$ cat src/common/rxd_pkg.sv
/*
 Package for the receive descriptor engine: register offsets, descriptor
 bit positions, length limits, state codes and carrier structs.
 Assumes a byte-addressed host memory port and one 20 MHz clock.
*/
`default_nettype none
package rxd_pkg;
  localparam logic [7:0] REG_CTRL   = 8'h00;
  localparam logic [7:0] REG_BASE   = 8'h04;
  localparam logic [7:0] REG_STAT   = 8'h08;
  localparam logic [7:0] REG_CUR    = 8'h0C;
  localparam logic [7:0] REG_FRAMES = 8'h10;
  localparam int CTRL_EN   = 0;
  localparam int CTRL_PASS = 1;
  localparam int B_OWN     = 31;
  localparam int B_FIRST   = 30;
  localparam int B_LAST    = 29;
  localparam int B_IPBAD   = 28;
  localparam int B_TCPBAD  = 27;
  localparam int B_UDPBAD  = 26;
  localparam int B_ERRSUM  = 25;
  localparam int B_MCAST   = 24;
  localparam int B_PHYERR  = 19;
  localparam int B_OVERLEN = 18;
  localparam int B_RUNT    = 17;
  localparam int B_CRC     = 16;
  localparam int B_TYPE    = 15;
  localparam int B_WRAP    = 25;
  localparam int LEN_W     = 11;
  localparam logic [15:0] MAX_LEN   = 16'h07D0;
  localparam logic [15:0] TYPE_THR  = 16'h05DC;
  localparam logic [31:0] RST_WORD  = 32'h0000_0000;
  typedef enum logic [4:0] {
    S_IDLE  = 5'h01,
    S_FETCH = 5'h02,
    S_DATA  = 5'h04,
    S_WBACK = 5'h08,
    S_NEXT  = 5'h10
  } rxd_state_type;
  typedef struct packed {
    logic ip_bad;
    logic tcp_bad;
    logic udp_bad;
    logic mcast;
    logic phy_err;
    logic crc_err;
    logic runt;
    logic [15:0] type_len;
  } rxd_stat_type;
  typedef struct packed {
    logic        we;
    logic [31:0] addr;
    logic [31:0] wdata;
  } rxd_mem_type;
endpackage
`default_nettype wire

$ cat src/rxd_engine.sv
/*
 Receive descriptor engine: walks the descriptor list in host memory,
 fills buffers from the receive word stream and writes status back.
 Assumes memory answers each held request with a one-cycle mem_ack,
 read data valid beside it, and status inputs valid with rx_last.
*/
// The plain strobed port and the address map are this design's own decisions.
`timescale 1ns/100ps
`default_nettype none
module rxd_engine (
  input  wire logic                 clk,
  input  wire logic                 sys_rst,
  input  wire logic [7:0]           reg_addr,
  input  wire logic [31:0]          reg_wdata,
  input  wire logic                 reg_wr,
  input  wire logic                 reg_rd,
  output logic [31:0]               reg_rdata,
  output logic                      mem_req,
  output rxd_pkg::rxd_mem_type      mem_cmd,
  input  wire logic                 mem_ack,
  input  wire logic [31:0]          mem_rdata,
  input  wire logic                 rx_valid,
  output logic                      rx_ready,
  input  wire logic [31:0]          rx_data,
  input  wire logic                 rx_last,
  input  wire logic [2:0]           rx_bytes,
  input  wire rxd_pkg::rxd_stat_type rx_stat
);
  rxd_pkg::rxd_state_type st_q, st_d;
  logic [31:0] base_q, base_d, cur_q, cur_d, buf_q, buf_d, nxt_q, nxt_d;
  logic [31:0] addr_q, addr_d, wdata_q, wdata_d, rdata_q, rdata_d;
  logic [15:0] cnt_q, cnt_d, frames_q, frames_d;
  logic [10:0] size_q, size_d, off_q, off_d;
  logic [1:0]  idx_q, idx_d;
  logic        en_q, en_d, pass_q, pass_d, own_q, own_d, wrap_q, wrap_d;
  logic        req_q, req_d, we_q, we_d, first_q, first_d, fin_q, fin_d;
  rxd_pkg::rxd_stat_type stat_q, stat_d;
  logic        take, drop;

  function automatic logic [31:0] status_word(
    input logic first, input logic last, input rxd_pkg::rxd_stat_type s,
    input logic [15:0] len);
    logic [31:0] w;
    w = rxd_pkg::RST_WORD;
    w[rxd_pkg::B_FIRST] = first;
    w[rxd_pkg::B_LAST] = last;
    if (last) begin
      w[rxd_pkg::B_IPBAD] = s.ip_bad;
      w[rxd_pkg::B_TCPBAD] = s.tcp_bad;
      w[rxd_pkg::B_UDPBAD] = s.udp_bad;
      w[rxd_pkg::B_MCAST] = s.mcast;
      w[rxd_pkg::B_OVERLEN] = len > rxd_pkg::MAX_LEN;
      w[rxd_pkg::B_RUNT] = s.runt;
      w[rxd_pkg::B_CRC] = s.crc_err;
      w[rxd_pkg::B_ERRSUM] = s.crc_err | s.runt | (len > rxd_pkg::MAX_LEN);
      w[rxd_pkg::B_TYPE] = !s.runt && s.type_len > rxd_pkg::TYPE_THR;
      w[rxd_pkg::LEN_W-1:0] = len[rxd_pkg::LEN_W-1:0];
    end
    w[rxd_pkg::B_PHYERR] = s.phy_err;
    return w;
  endfunction

  assign take = (st_q == rxd_pkg::S_DATA) && !req_q && rx_valid;
  assign rx_ready = (st_q == rxd_pkg::S_DATA) && !req_q;
  // runts without bad-pass keep the descriptor; earlier buffers of a
  // long runt are already returned, which real runts never reach
  assign drop = stat_q.runt && !pass_q;
  assign mem_req = req_q;
  assign mem_cmd = '{we: we_q, addr: addr_q, wdata: wdata_q};
  assign reg_rdata = rdata_q;

  always_comb begin
    st_d = st_q;
    base_d = base_q;
    cur_d = cur_q;
    buf_d = buf_q;
    nxt_d = nxt_q;
    addr_d = addr_q;
    wdata_d = wdata_q;
    cnt_d = cnt_q;
    frames_d = frames_q;
    size_d = size_q;
    off_d = off_q;
    idx_d = idx_q;
    en_d = en_q;
    pass_d = pass_q;
    own_d = own_q;
    wrap_d = wrap_q;
    req_d = req_q;
    we_d = we_q;
    first_d = first_q;
    fin_d = fin_q;
    stat_d = stat_q;
    rdata_d = rxd_pkg::RST_WORD;
    if (reg_wr) begin
      case (reg_addr)
        rxd_pkg::REG_CTRL: begin
          en_d = reg_wdata[rxd_pkg::CTRL_EN];
          pass_d = reg_wdata[rxd_pkg::CTRL_PASS];
        end
        rxd_pkg::REG_BASE: begin
          base_d = reg_wdata;
          if (st_q == rxd_pkg::S_IDLE && !en_q) begin
            cur_d = reg_wdata;
          end
        end
        default: ;
      endcase
    end
    if (reg_rd) begin
      case (reg_addr)
        rxd_pkg::REG_CTRL: rdata_d = {30'h0, pass_q, en_q};
        rxd_pkg::REG_BASE: rdata_d = base_q;
        rxd_pkg::REG_STAT: rdata_d = {25'h0, first_q, fin_q, st_q};
        rxd_pkg::REG_CUR: rdata_d = cur_q;
        rxd_pkg::REG_FRAMES: rdata_d = {16'h0, frames_q};
        default: rdata_d = rxd_pkg::RST_WORD;
      endcase
    end
    case (st_q)
      rxd_pkg::S_IDLE: begin
        if (en_q) begin
          idx_d = 2'h0;
          req_d = 1'b1;
          we_d = 1'b0;
          addr_d = cur_q;
          st_d = rxd_pkg::S_FETCH;
        end
      end
      rxd_pkg::S_FETCH: begin
        if (mem_ack) begin
          idx_d = idx_q + 2'h1;
          addr_d = addr_q + 32'h4;
          case (idx_q)
            2'h0: own_d = mem_rdata[rxd_pkg::B_OWN];
            2'h1: begin
              wrap_d = mem_rdata[rxd_pkg::B_WRAP];
              size_d = mem_rdata[rxd_pkg::LEN_W-1:0];
            end
            2'h2: buf_d = mem_rdata;
            default: nxt_d = mem_rdata;
          endcase
          if (idx_q == 2'h3) begin
            req_d = 1'b0;
            off_d = '0;
            // not ours yet: fall back and poll the same descriptor
            if (!own_q) begin
              st_d = rxd_pkg::S_IDLE;
            end else if (size_q == '0) begin
              st_d = rxd_pkg::S_NEXT;
            end else begin
              st_d = rxd_pkg::S_DATA;
            end
          end
        end
      end
      rxd_pkg::S_DATA: begin
        if (take) begin
          req_d = 1'b1;
          we_d = 1'b1;
          addr_d = buf_q + {21'h0, off_q};
          wdata_d = rx_data;
          off_d = off_q + 11'h4;
          cnt_d = cnt_q + (rx_last ? {13'h0, rx_bytes} : 16'h4);
          fin_d = rx_last;
          if (rx_last) begin
            stat_d = rx_stat;
          end
        end else if (req_q && mem_ack) begin
          req_d = 1'b0;
          if (fin_q && drop) begin
            fin_d = 1'b0;
            cnt_d = '0;
            stat_d = '0;
            st_d = rxd_pkg::S_IDLE;
          end else if (fin_q || off_q >= size_q) begin
            req_d = 1'b1;
            addr_d = cur_q;
            wdata_d = status_word(first_q, fin_q, stat_q, cnt_q);
            st_d = rxd_pkg::S_WBACK;
          end
        end
      end
      rxd_pkg::S_WBACK: begin
        if (mem_ack) begin
          req_d = 1'b0;
          first_d = fin_q;
          if (fin_q) begin
            frames_d = frames_q + 16'h1;
            cnt_d = '0;
            stat_d = '0;
          end
          fin_d = 1'b0;
          st_d = rxd_pkg::S_NEXT;
        end
      end
      rxd_pkg::S_NEXT: begin
        cur_d = wrap_q ? base_q : nxt_q;
        st_d = rxd_pkg::S_IDLE;
      end
      default: st_d = rxd_pkg::S_IDLE;
    endcase
  end

  always_ff @(posedge clk) begin
    if (sys_rst) begin
      st_q <= rxd_pkg::S_IDLE;
      base_q <= rxd_pkg::RST_WORD;
      cur_q <= rxd_pkg::RST_WORD;
      buf_q <= rxd_pkg::RST_WORD;
      nxt_q <= rxd_pkg::RST_WORD;
      addr_q <= rxd_pkg::RST_WORD;
      wdata_q <= rxd_pkg::RST_WORD;
      rdata_q <= rxd_pkg::RST_WORD;
      cnt_q <= '0;
      frames_q <= '0;
      size_q <= '0;
      off_q <= '0;
      idx_q <= '0;
      en_q <= 1'b0;
      pass_q <= 1'b0;
      own_q <= 1'b0;
      wrap_q <= 1'b0;
      req_q <= 1'b0;
      we_q <= 1'b0;
      first_q <= 1'b1;
      fin_q <= 1'b0;
      stat_q <= '0;
    end else begin
      st_q <= st_d;
      base_q <= base_d;
      cur_q <= cur_d;
      buf_q <= buf_d;
      nxt_q <= nxt_d;
      addr_q <= addr_d;
      wdata_q <= wdata_d;
      rdata_q <= rdata_d;
      cnt_q <= cnt_d;
      frames_q <= frames_d;
      size_q <= size_d;
      off_q <= off_d;
      idx_q <= idx_d;
      en_q <= en_d;
      pass_q <= pass_d;
      own_q <= own_d;
      wrap_q <= wrap_d;
      req_q <= req_d;
      we_q <= we_d;
      first_q <= first_d;
      fin_q <= fin_d;
      stat_q <= stat_d;
    end
  end
endmodule // rxd_engine
`default_nettype wire
$ cat config.mk
export PLATFORM = sky130hd
export DESIGN_NAME = rxd_engine
export DESIGN_NICKNAME = d
export VERILOG_FILES = /design/src/common/rxd_pkg.sv /design/src/rxd_engine.sv
export SDC_FILE = /design/constraint.sdc
export NUM_CORES = 1
export LEC_CHECK = 0
export CAP_MARGIN = 20
export CORE_MARGIN = 8
export CORE_UTILIZATION = 40
export CTS_CLUSTER_DIAMETER = 100
export DETAILED_ROUTE_END_ITERATION = 7
export DONT_BUFFER_PORTS = 1
export MAX_ROUTING_LAYER = met4
export PLACE_DENSITY_LB_ADDON = 0.08
export SYNTH_ARGS = -nofsm -noshare
export SYNTH_HDL_FRONTEND = slang
export SYNTH_SLANG_ARGS = --single-unit
$ cat constraint.sdc
create_clock -name clk -period 5.5 [get_ports clk]
set_input_delay 0.55 -clock clk [delete_from_list [all_inputs] [get_ports clk]]
set_output_delay 0.55 -clock clk [all_outputs]
set_load 0.1 [all_outputs]
==> impl_metrics.json <==
{
  "outcome": "finished clean",
  "cp_num_cells": 6,
  "grt_first_pass_wirelength_um": 75200,
  "final-setup-viol-count": 0,
  "die_w_um": 211,
  "synth_area_leader_cell": "sky130_fd_sc_hd__dfxtp_1",
  "power.leakage_nw": 5.83,
  "synthesis_stage_register_bit_count": 314,
  "powerDensity_nw_per_um2": 388,
  "drc": 0,
  "placement.io_buffers": 0,
  "worst_hold_path_type": "primary input to register",
  "drive_above_1_share_pct": 8.23,
  "timing.critical_path.arrival_ps": 3700,
  "synth.cells.most_frequent": "314 x sky130_fd_sc_hd__dfxtp_1, 249 x sky130_fd_sc_hd__nand2_1, 249 x sky130_fd_sc_hd__nor2_1, 168 x sky130_fd_sc_hd__a21oi_1, 99 x sky130_fd_sc_hd__clkbuf_1",
  "ff2ff_path_depth": 6,
  "fin_tns_setup_ps": 0,
  "slew-limit-headroom_pct": 24.0,
  "min_period_ps": 3260,
  "htreeDepth": 2,
  "clock-sinks": 314,
  "swShare_pct": 35.8,
  "worstSetupPathType": "register to register",
  "achievable_freq_mhz": 307,
  "detailedRoute.firstIterationViolations": 1118,
  "gr-total-overflow": 0,
  "grt_antenna_before_repair": 1,
  "mappedNetlistNets": 1997,
  "num_vias": 12990,
  "ctsHoldBuffers": 0,
  "initial_utilization_pct": 40.4,
  "grt_start_max_net_pins": 242,
  "grt_pass1_vias": 12320,
  "internal_power_mw": 4.22,
  "dr.pass1.iters": 5,
  "synth_async_sr_flop_share_pct": 0,
  "clock_path_buffers": 3,
  "clock_skew_ps": 14.2,
  "worst_setup_path_start_kind": "register",
  "core_region_area_um2": 37500,
  "crit_path_frequent_cell": "sky130_fd_sc_hd__a221oi_1",
  "grt.total_usage_pct": 22.0,
  "count_of_flip_flops_with_a_built_in_enable_after_synthesis": 0,
  "postSynthCellCount": 1830,
  "tritoncts": "built",
  "route.detailed.vias_per_inst": 5.59,
  "timing.critical_path.fanout_max": 26,
  "combPwrFrac_pct": 20.1,
  "cp_num_buf_inv": 0,
  "synth_cell_types": 77,
  "critical-path-slowest-cell": "sky130_fd_sc_hd__dfxtp_1",
  "crit_path_max_incr_delay_ps": 910,
  "clock_tree.root_cell": "sky130_fd_sc_hd__clkbuf_16",
  "synth.yosys.seq_area_share_pct": 41.5,
  "drt_wl_total_um": 49100,
  "synth_largest_type_area_fraction_pct": 41.5,
  "worstPathCellList": "and3b_1 > nor2_1 > a221oi_1 > a21o_1 > a221oi_1 > a221oi_1",
  "timing.final.max_slew_violations": 0,
  "power_frac_clock_pct": 38.1,
  "clk_pin_slew_worst_paths_ps": 60,
  "gpl.final_weighted_congestion": 0.852,
  "finalHoldViolCount": 0,
  "end_kind": "register",
  "synth.avg_cell_area_um2": 8.27,
  "count_of_standard_cell_rows": 71,
  "yosysMostFrequentCell": "sky130_fd_sc_hd__dfxtp_1",
  "fp.dieH_um": 211,
  "ioPinCount": 236,
  "clock_insertion_delay_worst_skew_ps": 550,
  "final_nets": 1951,
  "cts_made_buffers": 38,
  "dp_cells": 2250,
  "worst_pin_slew_ps": 1140,
  "synth-main-ff-cell": "sky130_fd_sc_hd__dfxtp_1",
  "worst_ir_drop_vdd_mv": 0.182,
  "power.switching_mw": 2.35,
  "non_filler_instance_count_after_layout": 2324,
  "critical_path.top_delay_family": "compound AO/OA/AOI/OAI gates",
  "worstPathRequired_ps": 5940,
  "detail_route.wl_per_cell_um": 21.1,
  "dp_hpwl_um": 34800,
  "synth.cell_area_um2": 15100,
  "post-cts-setup-buffer-count": 0,
  "flow.area_growth_from_synthesis_pct": 11.8,
  "seq_power_share_pct": 41.8,
  "whs_path_depth": 1,
  "cts_repair_resizes": 0,
  "die_area_um2": 44300,
  "maxCapViolations": 0,
  "antenna_left": 0,
  "ys_top_cells_by_area": "sky130_fd_sc_hd__dfxtp_1 42%, sky130_fd_sc_hd__nand2_1 6.2%, sky130_fd_sc_hd__nor2_1 6.2%, sky130_fd_sc_hd__mux2i_1 6.0%, sky130_fd_sc_hd__a21oi_1 5.6%",
  "final_min_period_over_clock_period_pct": 59.3,
  "yosys_warnings": 0,
  "rsz0062_at_grt": "false"
}
[path summary, 6_finish.rpt]
| path | startpoint | to | slack [ps] |
|---|---|---|---|
| max reg2reg | fin_q$_SDFFE_PP0P_ | addr_q[29]$_SDFFE_PP0P_ | 2240 |
| min | sys_rst | wdata_q[11]$_SDFFE_PP0P_ | 100 |
| max | fin_q$_SDFFE_PP0P_ | addr_q[29]$_SDFFE_PP0P_ | 2240 |
| min reg2reg | nxt_q[31]$_SDFFE_PP0P_ | nxt_q[31]$_SDFFE_PP0P_ | 450 |
[state kept, by name (all words and copies together), names as in the netlist, 16 cells and up]
register / cells
nxt_q: 32
cur_q: 32
reg_rdata: 32
wdata_q: 32
base_q: 32
cnt_q: 16
stat_q: 23
frames_q: 16
addr_q: 32
buf_q: 32
[final cells by class]
| cell class | count | area, um2 |
|---|---|---|
| Fill cell | 3751 | 20600 |
| Multi-Input combinational cell | 1348 | 8230 |
| Sequential cell | 314 | 6290 |
| Clock buffer | 49 | 1050 |
| Tap cell | 511 | 639 |
| Timing Repair Buffer | 46 | 385 |
| Clock inverter | 18 | 185 |
| Inverter | 36 | 135 |
| Antenna cell | 2 | 5.00 |
[stage by stage]
step | total power [mW] | setup slack, ps | util, % | cell area [um2] | hold slack, ps
floorplan | 3.77 | 2380 | - | 15100 | 436
finish | 6.57 | 2240 | 45.1 | 16900 | 95.5
CTS | 6.62 | 2320 | 45.0 | 16900 | 58.7
global placement | 4.08 | 2370 | 41.6 | 15600 | 441
global route | 6.84 | 2040 | 45.1 | 16900 | 59.8
detailed placement | 4.09 | 2310 | 41.7 | 15600 | 444
[routing by layer]
layer,track usage (%),routed length [um],vias to the layer above
met5,-,0,-
met4,6.32,1030,0
met3,6.61,4220,68
met2,33.0,21500,356
met1,28.5,22300,6156
li1,-,-,6410
[logic make-up (layout without fill, tap and decap cells)]
group | Yosys count | in the layout | share of synthesized area [%]
simple gates | 728 | 728 | 21.9
mux | 110 | 110 | 7.43
other cells | 0 | 2 | 0
compound gates | 412 | 412 | 18.3
buf+inv | 168 | 149 | 4.37
flops | 314 | 314 | 41.5
xor+xnor | 68 | 68 | 3.93
fa+ha+maj | 30 | 30 | 2.53
[power by group through the flow]
stage / Sequential [mW] / Combinational, mW / Clock [mW]
6_report: 2.75 / 1.32 / 2.50
3_5_place_dp: 2.82 / 1.27 / 0
2_1_floorplan: 3.21 / 0.561 / 0
3_3_place_gp: 2.82 / 1.27 / 0
5_1_grt: 2.76 / 1.42 / 2.67
4_1_cts: 2.77 / 1.28 / 2.58
[cell usage in the layout, fill, tap and decap left out, types with 38 or more instances in the layout]
| cell | count |
|---|---|
| sky130_fd_sc_hd__nor2_1 | 248 |
| sky130_fd_sc_hd__dfxtp_1 | 313 |
| sky130_fd_sc_hd__a211oi_1 | 60 |
| sky130_fd_sc_hd__nand3_1 | 76 |
| sky130_fd_sc_hd__a21oi_1 | 168 |
| sky130_fd_sc_hd__mux2i_1 | 91 |
| sky130_fd_sc_hd__nand2_1 | 249 |
| sky130_fd_sc_hd__xnor2_1 | 38 |
| sky130_fd_sc_hd__clkbuf_16 | 39 |
| sky130_fd_sc_hd__buf_4 | 40 |
Power figures use the tool's default switching activity.
